<file path="src/verilog/sbir_pkg.sv">
package sbir_pkg;

	// Register bus widths
	localparam int unsigned SBIR_ADDR_W = 8;
	localparam int unsigned SBIR_DATA_W = 8;

	// Register offsets
	localparam logic [7:0] SBIR_ADDR_MODE_STRAP = 8'h13;
	localparam logic [7:0] SBIR_ADDR_SELF_TEST = 8'h14;
	localparam logic [7:0] SBIR_ADDR_LEVEL_SEL = 8'h15;
	localparam logic [7:0] SBIR_ADDR_WATCHDOG = 8'h16;
	localparam logic [7:0] SBIR_ADDR_PASSTHRU = 8'h17;
	localparam logic [7:0] SBIR_ADDR_SCL_HIGH = 8'h18;

	// Reset values
	localparam logic [7:0] SBIR_RST_MODE_STRAP = 8'h88;
	localparam logic [7:0] SBIR_RST_SELF_TEST = 8'h00;
	localparam logic [7:0] SBIR_RST_LEVEL_SEL = 8'h01;
	localparam logic [7:0] SBIR_RST_WATCHDOG = 8'hFE;
	localparam logic [7:0] SBIR_RST_PASSTHRU = 8'h1E;
	localparam logic [7:0] SBIR_RST_SCL_HIGH = 8'h7F;

	// Field positions
	localparam int unsigned SBIR_STRAP_B_DONE_BIT = 7;
	localparam int unsigned SBIR_STRAP_B_DEC_LSB = 4;
	localparam int unsigned SBIR_STRAP_A_DONE_BIT = 3;
	localparam int unsigned SBIR_STRAP_A_DEC_LSB = 0;
	localparam int unsigned SBIR_BIST_EN_BIT = 0;
	localparam int unsigned SBIR_BIST_SRC_LSB = 1;
	localparam int unsigned SBIR_WD_DIS_BIT = 0;
	localparam int unsigned SBIR_WD_TMO_LSB = 1;
	localparam int unsigned SBIR_PT_ALL_BIT = 7;
	localparam int unsigned SBIR_PT_HOLD_LSB = 4;
	localparam int unsigned SBIR_PT_FILT_LSB = 0;

	// Level select write keys
	localparam logic [7:0] SBIR_KEY_LEVEL_SET = 8'hB5;
	localparam logic [7:0] SBIR_KEY_LEVEL_CLR = 8'hB6;

	// Timing
	localparam longint unsigned SBIR_CLK_PERIOD_FS = 64'd10_000_000;
	localparam longint unsigned SBIR_WD_UNIT_MS = 64'd2;
	localparam longint unsigned SBIR_WD_UNIT_CYCLES =
		(SBIR_WD_UNIT_MS * 64'd1_000_000_000_000) / SBIR_CLK_PERIOD_FS;
	localparam longint unsigned SBIR_HOLD_STEP_NS = 64'd40;
	localparam longint unsigned SBIR_FILT_STEP_NS = 64'd5;
	localparam longint unsigned SBIR_SCL_UNIT_FS = 64'd38_095_200;
	localparam longint unsigned SBIR_SCL_EXTRA = 64'd5;
	localparam int unsigned SBIR_STRAP_SETTLE_CYCLES = 16;

	// Forward frame / self test clock source
	typedef enum logic [2:0] {
		SBIR_SRC_NONE,
		SBIR_SRC_EXT_PIXEL,
		SBIR_SRC_OSC_25,
		SBIR_SRC_OSC_33,
		SBIR_SRC_OSC_50,
		SBIR_SRC_OSC_100
	} sbir_clk_src_t;

	// Register bus request
	typedef struct packed {
		logic [7:0] addr;
		logic [7:0] wdata;
		logic wr;
		logic rd;
	} sbir_bus_req_t;

	// Local I2C access seen by the pass-through filter
	typedef struct packed {
		logic valid;
		logic [6:0] target_id;
	} sbir_access_t;

endpackage

</file>
<file path="src/verilog/sbir_regs.sv">
`timescale 1ns/1ps
`default_nettype none

module sbir_regs import sbir_pkg::*; #(
	parameter longint unsigned WD_UNIT_CYCLES = SBIR_WD_UNIT_CYCLES,
	parameter int unsigned STRAP_SETTLE = SBIR_STRAP_SETTLE_CYCLES
) (
	input wire logic clk,
	input wire logic reset_n,
	input wire sbir_bus_req_t bus_req,
	output logic [7:0] rdata_q,
	input wire logic [2:0] mode_strap_pin_a,
	input wire logic [2:0] mode_strap_pin_b,
	input wire logic bus_level_strap,
	input wire logic digital_reset,
	input wire logic tmds_clock_present,
	input wire logic osc_frame_enable,
	input wire logic second_link_select,
	input wire logic bidir_ctrl_channel_start,
	input wire logic bidir_ctrl_channel_done,
	input wire sbir_access_t access,
	input wire logic [6:0] serializer_id,
	input wire logic [6:0] remote_deser_id,
	input wire logic [6:0] remote_target_id,
	output sbir_clk_src_t frame_oscillator_source_q,
	output logic self_test_enable_q,
	output logic bus_level_choice_q,
	output logic watchdog_abort_q,
	output logic forward_q,
	output logic forward_link1_q,
	output logic [5:0] sda_hold_cycles_q,
	output logic [3:0] filter_reject_cycles_q,
	output logic [9:0] scl_high_cycles_q
);

	// Derived cycle counts, rounded up except the filter
	function automatic logic [9:0] scl_cycles(input logic [7:0] f);
		longint unsigned t;
		t = (longint'(f) + SBIR_SCL_EXTRA) * SBIR_SCL_UNIT_FS;
		scl_cycles = 10'((t + SBIR_CLK_PERIOD_FS - 64'd1) / SBIR_CLK_PERIOD_FS);
	endfunction

	function automatic logic [5:0] hold_cycles(input logic [2:0] f);
		longint unsigned t;
		t = longint'(f) * SBIR_HOLD_STEP_NS * 64'd1_000_000;
		hold_cycles = 6'((t + SBIR_CLK_PERIOD_FS - 64'd1) / SBIR_CLK_PERIOD_FS);
	endfunction

	function automatic logic [3:0] filt_cycles(input logic [3:0] f);
		longint unsigned t;
		t = longint'(f) * SBIR_FILT_STEP_NS * 64'd1_000_000;
		filt_cycles = 4'(t / SBIR_CLK_PERIOD_FS);
	endfunction

	// Write strobe aimed at one register
	function automatic logic reg_write(input sbir_bus_req_t req, input logic [7:0] a);
		reg_write = req.wr && (req.addr == a);
	endfunction

	typedef enum logic [1:0] {
		SBIR_STRAP_WAIT,
		SBIR_STRAP_LATCH,
		SBIR_STRAP_DONE
	} sbir_strap_state_t;

	typedef enum logic {
		SBIR_WD_IDLE,
		SBIR_WD_RUN
	} sbir_wd_state_t;

	// Register state
	sbir_strap_state_t strap_state_q;
	logic [15:0] settle_cnt_q;
	logic strap_done_q;
	logic [2:0] strap_a_q;
	logic [2:0] strap_b_q;
	logic [2:0] self_test_q;
	logic [7:0] watchdog_q;
	logic pass_all_link0_q;
	logic pass_all_link1_q;
	logic [2:0] hold_field_q;
	logic [3:0] filt_field_q;
	logic [7:0] scl_high_q;
	sbir_wd_state_t wd_state_q;
	logic [31:0] wd_tick_q;
	logic [6:0] wd_units_q;
	logic [6:0] wd_limit;
	logic pass_all_sel;
	logic [7:0] rd_mux;

	assign pass_all_sel = second_link_select ? pass_all_link1_q : pass_all_link0_q;
	// Timeout field zero acts as one
	assign wd_limit = (watchdog_q[7:SBIR_WD_TMO_LSB] == 7'h00) ? 7'h01 :
		watchdog_q[7:SBIR_WD_TMO_LSB];

	// Strap settle and capture
	always_ff @(posedge clk or negedge reset_n) begin
		if (!reset_n) begin
			strap_state_q <= SBIR_STRAP_WAIT;
			settle_cnt_q <= 16'h0000;
			strap_done_q <= 1'b0;
			strap_a_q <= 3'h0;
			strap_b_q <= 3'h0;
		end else begin
			case (strap_state_q)
				SBIR_STRAP_WAIT: begin
					settle_cnt_q <= settle_cnt_q + 16'h0001;
					if (settle_cnt_q >= 16'(STRAP_SETTLE)) begin
						strap_state_q <= SBIR_STRAP_LATCH;
					end
				end
				SBIR_STRAP_LATCH: begin
					strap_b_q <= mode_strap_pin_b;
					strap_a_q <= {1'b0, mode_strap_pin_a[1:0]};
					strap_done_q <= 1'b1;
					strap_state_q <= SBIR_STRAP_DONE;
				end
				SBIR_STRAP_DONE: begin
					strap_done_q <= 1'b1;
				end
				default: begin
					strap_state_q <= SBIR_STRAP_WAIT;
				end
			endcase
		end
	end

	// Level choice: strap at power-up, digital reset, write keys
	logic level_loaded_q;
	always_ff @(posedge clk or negedge reset_n) begin
		if (!reset_n) begin
			level_loaded_q <= 1'b0;
			bus_level_choice_q <= SBIR_RST_LEVEL_SEL[0];
		end else begin
			level_loaded_q <= 1'b1;
			if (digital_reset) begin
				bus_level_choice_q <= 1'b1;
			end else if (!level_loaded_q) begin
				bus_level_choice_q <= ~bus_level_strap;
			end else if (reg_write(bus_req, SBIR_ADDR_LEVEL_SEL)) begin
				if (bus_req.wdata == SBIR_KEY_LEVEL_SET) begin
					bus_level_choice_q <= 1'b1;
				end else if (bus_req.wdata == SBIR_KEY_LEVEL_CLR) begin
					bus_level_choice_q <= 1'b0;
				end
			end
		end
	end

	// Self test register
	always_ff @(posedge clk or negedge reset_n) begin
		if (!reset_n) begin
			self_test_q <= SBIR_RST_SELF_TEST[2:0];
		end else if (reg_write(bus_req, SBIR_ADDR_SELF_TEST)) begin
			self_test_q <= bus_req.wdata[2:0];
		end
	end

	// Watchdog control register
	always_ff @(posedge clk or negedge reset_n) begin
		if (!reset_n) begin
			watchdog_q <= SBIR_RST_WATCHDOG;
		end else if (reg_write(bus_req, SBIR_ADDR_WATCHDOG)) begin
			watchdog_q <= bus_req.wdata;
		end
	end

	// Pass-through and filter register
	always_ff @(posedge clk or negedge reset_n) begin
		if (!reset_n) begin
			pass_all_link0_q <= SBIR_RST_PASSTHRU[SBIR_PT_ALL_BIT];
			pass_all_link1_q <= SBIR_RST_PASSTHRU[SBIR_PT_ALL_BIT];
			hold_field_q <= SBIR_RST_PASSTHRU[6:4];
			filt_field_q <= SBIR_RST_PASSTHRU[3:0];
		end else if (reg_write(bus_req, SBIR_ADDR_PASSTHRU)) begin
			if (second_link_select) begin
				pass_all_link1_q <= bus_req.wdata[SBIR_PT_ALL_BIT];
			end else begin
				pass_all_link0_q <= bus_req.wdata[SBIR_PT_ALL_BIT];
			end
			hold_field_q <= bus_req.wdata[SBIR_PT_HOLD_LSB +: 3];
			filt_field_q <= bus_req.wdata[SBIR_PT_FILT_LSB +: 4];
		end
	end

	// SCL high time register
	always_ff @(posedge clk or negedge reset_n) begin
		if (!reset_n) begin
			scl_high_q <= SBIR_RST_SCL_HIGH;
		end else if (reg_write(bus_req, SBIR_ADDR_SCL_HIGH)) begin
			scl_high_q <= bus_req.wdata;
		end
	end

	// Register read mux
	always_comb begin
		rd_mux = 8'h00;
		case (bus_req.addr)
			SBIR_ADDR_MODE_STRAP: begin
				rd_mux[SBIR_STRAP_B_DONE_BIT] = strap_done_q;
				rd_mux[SBIR_STRAP_B_DEC_LSB +: 3] = strap_b_q;
				rd_mux[SBIR_STRAP_A_DONE_BIT] = strap_done_q;
				rd_mux[SBIR_STRAP_A_DEC_LSB +: 3] = strap_a_q;
			end
			SBIR_ADDR_SELF_TEST: rd_mux[2:0] = self_test_q;
			SBIR_ADDR_LEVEL_SEL: rd_mux[0] = bus_level_choice_q;
			SBIR_ADDR_WATCHDOG: rd_mux = watchdog_q;
			SBIR_ADDR_PASSTHRU: begin
				rd_mux[SBIR_PT_ALL_BIT] = pass_all_sel;
				rd_mux[SBIR_PT_HOLD_LSB +: 3] = hold_field_q;
				rd_mux[SBIR_PT_FILT_LSB +: 4] = filt_field_q;
			end
			SBIR_ADDR_SCL_HIGH: rd_mux = scl_high_q;
			default: rd_mux = 8'h00;
		endcase
	end

	// Read data stands one cycle, idle zero
	always_ff @(posedge clk or negedge reset_n) begin
		if (!reset_n) begin
			rdata_q <= 8'h00;
		end else if (bus_req.rd) begin
			rdata_q <= rd_mux;
		end else begin
			rdata_q <= 8'h00;
		end
	end

	// Clock source selection
	always_ff @(posedge clk or negedge reset_n) begin
		if (!reset_n) begin
			frame_oscillator_source_q <= SBIR_SRC_NONE;
			self_test_enable_q <= 1'b0;
		end else begin
			self_test_enable_q <= self_test_q[SBIR_BIST_EN_BIT];
			if (self_test_q[SBIR_BIST_EN_BIT]) begin
				case (self_test_q[SBIR_BIST_SRC_LSB +: 2])
					2'h0: frame_oscillator_source_q <= SBIR_SRC_EXT_PIXEL;
					2'h1: frame_oscillator_source_q <= SBIR_SRC_OSC_33;
					default: frame_oscillator_source_q <= SBIR_SRC_OSC_100;
				endcase
			end else if (!tmds_clock_present && osc_frame_enable) begin
				case (self_test_q[SBIR_BIST_SRC_LSB +: 2])
					2'h2: frame_oscillator_source_q <= SBIR_SRC_OSC_100;
					2'h3: frame_oscillator_source_q <= SBIR_SRC_OSC_25;
					default: frame_oscillator_source_q <= SBIR_SRC_OSC_50;
				endcase
			end else begin
				frame_oscillator_source_q <= SBIR_SRC_NONE;
			end
		end
	end

	// Control channel watchdog
	always_ff @(posedge clk or negedge reset_n) begin
		if (!reset_n) begin
			wd_state_q <= SBIR_WD_IDLE;
			wd_tick_q <= 32'h0000_0000;
			wd_units_q <= 7'h00;
			watchdog_abort_q <= 1'b0;
		end else begin
			watchdog_abort_q <= 1'b0;
			case (wd_state_q)
				SBIR_WD_IDLE: begin
					wd_tick_q <= 32'h0000_0000;
					wd_units_q <= 7'h00;
					if (bidir_ctrl_channel_start && !watchdog_q[SBIR_WD_DIS_BIT]) begin
						wd_state_q <= SBIR_WD_RUN;
					end
				end
				SBIR_WD_RUN: begin
					if (watchdog_q[SBIR_WD_DIS_BIT] || bidir_ctrl_channel_done) begin
						wd_state_q <= SBIR_WD_IDLE;
					end else if (wd_tick_q == 32'(WD_UNIT_CYCLES - 64'd1)) begin
						wd_tick_q <= 32'h0000_0000;
						if (wd_units_q + 7'h01 >= wd_limit) begin
							watchdog_abort_q <= 1'b1;
							wd_state_q <= SBIR_WD_IDLE;
						end else begin
							wd_units_q <= wd_units_q + 7'h01;
						end
					end else begin
						wd_tick_q <= wd_tick_q + 32'h0000_0001;
					end
				end
				default: wd_state_q <= SBIR_WD_IDLE;
			endcase
		end
	end

	// Forwarding decision for local I2C accesses
	always_ff @(posedge clk or negedge reset_n) begin
		if (!reset_n) begin
			forward_q <= 1'b0;
			forward_link1_q <= 1'b0;
		end else begin
			forward_link1_q <= second_link_select;
			forward_q <= access.valid && (access.target_id != serializer_id) &&
				(pass_all_sel || access.target_id == remote_deser_id ||
				access.target_id == remote_target_id);
		end
	end

	// Derived I2C timing counts
	always_ff @(posedge clk or negedge reset_n) begin
		if (!reset_n) begin
			sda_hold_cycles_q <= 6'h00;
			filter_reject_cycles_q <= 4'h0;
			scl_high_cycles_q <= 10'h000;
		end else begin
			sda_hold_cycles_q <= hold_cycles(hold_field_q);
			filter_reject_cycles_q <= filt_cycles(filt_field_q);
			scl_high_cycles_q <= scl_cycles(scl_high_q);
		end
	end

endmodule

`default_nettype wire

</file>
<file path="config.mk">
export PLATFORM = sky130hd
export DESIGN_NAME = sbir_regs
export DESIGN_NICKNAME = d
export VERILOG_FILES = /design/src/verilog/sbir_pkg.sv /design/src/verilog/sbir_regs.sv
export SDC_FILE = /design/constraint.sdc
export NUM_CORES = 1
export LEC_CHECK = 0
export CORE_MARGIN = 2
export CORE_UTILIZATION = 35
export CTS_CLUSTER_DIAMETER = 50
export CTS_CLUSTER_SIZE = 24
export DETAILED_ROUTE_END_ITERATION = 16
export DONT_BUFFER_PORTS = 1
export PLACE_DENSITY = 0.51
export SETUP_SLACK_MARGIN = 0.4
export SKIP_CTS_REPAIR_TIMING = 1
export SYNTH_ARGS = -nofsm -noshare
export SYNTH_HDL_FRONTEND = slang
export SYNTH_SLANG_ARGS = --single-unit
</file>
<file path="constraint.sdc">
create_clock -name clk -period 20.9 [get_ports clk]
set_input_delay 4.18 -clock clk [delete_from_list [all_inputs] [get_ports clk]]
set_output_delay 4.18 -clock clk [all_outputs]
set_load 0.05 [all_outputs]
</file>
---- Word level (Yosys, flattened, before mapping) ----
Cells that the tools add are included.
storage, ports and cells
  register bits after elaboration ......... 129
  input bits .............................. 62
  output and inout bits ................... 36
  word-level logic and storage cells ...... 127
operators by class
  add/subtract/negate cells ............... 8
  multipliers ............................. 5
  div/mod/pow operators ................... 3
  magnitude comparators ................... 2
  equal/unequal tests ..................... 23
  multiplexer cells ....................... 33
  bitwise logic cells ..................... 4
  reductions and logical operators ........ 23
operators with widths
  kind                                                                                  number
  64-bit by 24-bit divider with 64-bit output, second input constant                    2
  27-bit by 24-bit divider with 64-bit output, second input constant                    1
  32-bit two-way mux                                                                    2
  32-bit case mux with 2 select lines                                                   1
  8-bit by 5-bit == test with 1-bit output, second input constant                       6
  36-bit by 1-bit subtractor with 37-bit output, second input constant                  1
  35-bit by 24-bit adder with 36-bit output, second input constant                      1
  32-bit by 1-bit adder with 32-bit output, second input constant                       1
  32-bit by 18-bit == test with 1-bit output, second input constant                     1
  30-bit by 1-bit subtractor with 31-bit output, second input constant                  1
  29-bit by 24-bit adder with 30-bit output, second input constant                      1
  9-bit by 21-bit multiplier with 30-bit output, second input constant                  1
  7-bit two-way mux                                                                     4
  7-bit by 14-bit multiplier with 21-bit output, second input constant                  1
  6-bit by 14-bit multiplier with 20-bit output, second input constant                  1
  5-bit case mux with 4 select lines                                                    1
  16-bit by 1-bit adder with 16-bit output, second input constant                       1
  8-bit == test, second input constant                                                  2
  16-bit by 5-bit greater-or-equal comparator with 1-bit output, second input constant  1
  7-bit == test                                                                         2
  1-bit two-way mux                                                                     14
  7-bit case mux with 2 select lines                                                    1
  3-bit case mux with 2 select lines                                                    2
  2-bit case mux with 5 select lines                                                    1
  27 further kinds                                                                      51

---- Depth between registers and ports, before layout ----
  depth after elaboration ................. 7
  depth in mapped cells ................... 84
  gate-level depth less buffers ........... 74

---- Least setup slack after synthesis ----
No wires, ideal clock.
  path type ............................... register to register
  from .................................... register scl_high_q[0]
  to ...................................... register scl_high_cycles_q[0]
  library setup time ...................... 0.065 ns
  arrival time ............................ 17.633 ns
  required time ........................... 20.835 ns
  setup slack ............................. 3.203 ns
  stages on the path, launching flop included .. 74
  buffers on the path ..................... 4
  clock period less this slack ............ 17.697 ns
  cell sequence ........................... dfstp_2 -> ha_1 -> o2111ai_1 -> nor2_1 -> ha_1 -> inv_1 -> fa_1 -> fa_1 -> fa_1 -> inv_1 -> ha_1 -> nand2_1 -> o31ai_4 -> a211o_1 -> mux2i_1 -> or4b_1 -> nand4bb_4 -> nor3_2 -> [38 not listed] -> a31oi_4 -> o21ai_2 -> inv_2 -> a22o_1 -> xor2_2 -> a21oi_4 -> o21ba_1 -> o31a_1 -> or4_1 -> a22oi_2 -> o31ai_2 -> a31o_2 -> a21boi_2 -> mux2_1 -> and3_1 -> or4_1 -> o311ai_1 -> a211o_1
on the way
  longest elaborated chain between the ends .. 5
RTL lines
  element                                        RTL line          text
  start: declaration                             sbir_regs.sv:83   logic [7:0] scl_high_q;
  start signal: assignment                       sbir_regs.sv:191  scl_high_q <= bus_req.wdata;
  8-bit by 3-bit adder with 9-bit output         sbir_regs.sv:39   t = (longint'(f) + SBIR_SCL_EXTRA) * SBIR_SCL_UNIT_FS;
  9-bit by 21-bit multiplier with 30-bit output  sbir_regs.sv:39
  35-bit by 24-bit adder with 36-bit output      sbir_regs.sv:40   scl_cycles = 10'((t + SBIR_CLK_PERIOD_FS - 64'd1) / SBIR_CLK_PERIOD_FS);
  36-bit by 1-bit subtractor with 37-bit output  sbir_regs.sv:40
  64-bit by 24-bit divider with 64-bit output    sbir_regs.sv:40
  end signal: assignment                         sbir_regs.sv:313  scl_high_cycles_q <= scl_cycles(scl_high_q);
  end: declaration                               sbir_regs.sv:33   output logic [9:0] scl_high_cycles_q
Every way passes these cells.
A chain may end at the register's enable or synchronous reset.

---- Final worst setup path ----
Same ends and word-level chain as after synthesis.

==> impl_metrics.toml <==
[routing]
drtPass1Iterations = 8
ant_nets = 0
avgRoutedWirePerCell_microns = 16.61
vias = 23490
avgViaCountPerCell = 5.569
drtIter0Drc = 1268
drc = 0
routed_wirelength_microns = 70060

[logic_synthesis]
synth_compound_area_share_pct = 26.73
synth_edf_count = 0
syn_avg_cell_area_sq_um = 7.666
yosys-top-cells-area = "dfrtp_1 11%, ha_1 10%, xnor2_1 7.7%, nand2_1 5.2%, xor2_1 4.6%"
syn_nets = 3520
synthMuxAreaShare_pct = 4.034
synth_top_family_by_area = "compound AO/OA/AOI/OAI gates"
synth_xor_area_share_pct = 13.09
synthSimpleGateAreaFrac_pct = 24.35
synth-async-reset-ratio_pct = 100.0
synth_seq_cells = 129
synth.cell_area_sq_um = 24630
ys.flop_type = "dfrtp_1"
synth_fa_ha_area_share_pct = 13.94
synth_cells = 3213
ys_warn_count = 0
synth.distinct_cells = 138
seq_area_frac_synth_pct = 13.20
yosysTopAreaCell = "dfrtp_1"
synth_top_area_share_pct = 11.18

[placement]
place_congestion = 0.8420
pre_cts_slack_ns = 0.2424
io_buffers = 0
dp_hpwl_microns = 56190
dp_cells = 4173

[sta]
fmax_ghz = 0.05138
maxSlewViolCount = 0
slew_headroom_pct = 31.16
fin_crit_sh_pct = 93.12
setup_viol = 0
fin_ws_ns = 1.439
finalHoldViolations = 0
fin_crit_ns = 19.46
rsz0062_at_grt = "false"
fin_tns_setup_ns = 0
worst_pin_slew_ns = 1.025
clock_skew_ns = 0.02185

[cts]
clk_latency_ns = 0.47
cts_max_level = 4
path_clk_slew_ns = 0.07
cts_buffer_depth = 2
cts_tree = "built"
cts.sinks = 129
cts-buffers-inserted = 17
cts-root-buf = "clkbuf_16"

[setup_path]
worstPathMaxFanout = 12
cp_slowest_stage_delay_ns = 0.56
path_delay_family = "compound AO/OA/AOI/OAI gates"
arrival_ns = 19.88
cp_data_required_time_ns = 21.32
cp_slowest_cell = "or4_1"
cp_num_buf_inv = 11
critPathMostFrequentCell = "buf_4"
start_kind = "flop"
crit_path_end_kind = "flop"
critPathKind = "flop to flop"

[layout]
layout-drive-gt1-share_pct = 12.50
fin_cells = 4219
nets = 3573
num_antenna_cells = 0
final_core_utilization_pct = 38.88
area_delta_synth_final_pct = 10.35

[global_route]
grtUsageMet2_pct = 31.63
antenna_found_initial = 0
grt_remaining_overflow = 0
grt_start_max_net_pins = 130
grtUsageTotal_pct = 18.95
grt_pass1_vias = 22600
grtUsageMet1_pct = 26.36
grt_pass1_wl_microns = 116400
use_met3_pct = 2.200
grt.busiest_layer = "met2"

[floorplan]
die_w_microns = 269.3
rows = 97
start_util_pct = 35.23
ios = 98
die_y_microns = 269.3
die-area_sq_um = 72510
core-area_sq_um = 69910

[run]
cap_violations = 0

[run_status]
run_status = "finished clean"

[worst_hold_path]
min_path_type = "flop to flop"
-- per-stage QoR --
step	hold WS [ns]	instance area, sq um
detailed placement	0.4644	26170
CTS	0.4768	26730
finish	0.4730	27180
global placement	0.4648	26170
floorplan	0.4352	24630
global route	0.5004	27180
-- final timing paths --
check | startpoint | end | slack [ns] | cells past startpoint
worst max register to register | scl_high_q[0] | scl_high_cycles_q[0] | 1.44 | 75
max in group asynchronous | reset_n | watchdog_q[5] | 17.15 | 0
worst min register to register | settle_cnt_q[15] | settle_cnt_q[15] | 0.47 | 1
min in group asynchronous | reset_n | wd_tick_q[24] | 3.40 | 0
worst min-delay path | settle_cnt_q[15] | settle_cnt_q[15] | 0.47 | 1
worst max-delay path | scl_high_q[0] | scl_high_cycles_q[0] | 1.44 | 75
-- flip-flops by register name (all words and copies together), names as in the netlist, 2 cells and up --
name and cells:
wd_units_q 7, strap_a_q 2, settle_cnt_q 16, scl_high_q 8
hold_field_q 3, strap_state_q 2, watchdog_q 8, scl_high_cycles_q 10
frame_oscillator_source_q 3, sda_hold_cycles_q 6, self_test_q 3, wd_tick_q 32
filt_field_q 4, filter_reject_cycles_q 4, strap_b_q 3, rdata_q 8
-- per-layer routing --
metal,part of all wire [%],vias up
met5,0,-
met4,1.2,0
met3,3.1,57
met2,47,376
met1,49,11160
li1,-,11900
-- cell families (layout without fill, tap and decap cells) --
family          Yosys count  in the layout
compound gates          908            908
simple gates           1197           1197
flops                   129            129
fa+ha+maj               248            248
xor+xnor                357            357
mux                      92             92
other cells               1              1
buf+inv                 281            347
-- synth_stat cells, types with 10 or more instances --
cell type and count:
a211o_1 17, a211oi_1 24, a21boi_0 14, a21o_1 38
a21oi_1 181, a22oi_1 13, a31o_2 10, a31oi_1 43
and2_1 42, and3_1 42, and4_1 13, buf_2 22
buf_4 10, clkbuf_1 38, dfrtp_1 110, dfstp_2 19
fa_1 45, ha_1 200, inv_1 196, mux2_2 50
mux2i_1 38, nand2_1 342, nand2b_1 40, nand3_1 129
nand3b_1 12, nand4_1 49, nor2_1 261, nor2b_1 35
nor3_1 83, nor3b_1 11, nor4_1 31, o2111ai_1 13
o211ai_1 37, o21a_1 33, o21ai_0 176, o21ai_1 33
o21bai_1 15, o22ai_1 15, o31ai_1 25, or2_2 15
or3_1 24, or4_1 10, xnor2_1 216, xor2_1 128
-- cell type report --
cell class | instances | area [sq um]
Multi-Input combinational cell | 2803 | 20570
Inverter | 202 | 758.2
Fill cell | 7509 | 42730
Clock buffer | 17 | 425.4
Clock inverter | 15 | 135.1
Timing Repair Buffer | 113 | 860.8
Sequential cell | 129 | 3252
Tap cell | 940 | 1176
-- placed cells by master (no fill, tap or decap), types with 49 or more instances in the layout --
cell and n:
nand2_1 339, nor2_1 258, xnor2_1 214, inv_1 196
ha_1 196, a21oi_1 179, o21ai_0 174, nand3_1 129
xor2_1 126, buf_4 112, dfrtp_1 110, nor3_1 81
mux2_2 50, nand4_1 49
Power is left out: the tool's default activity adds up to more than one toggle a clock period on the data nets, which glitch-free logic cannot reach.
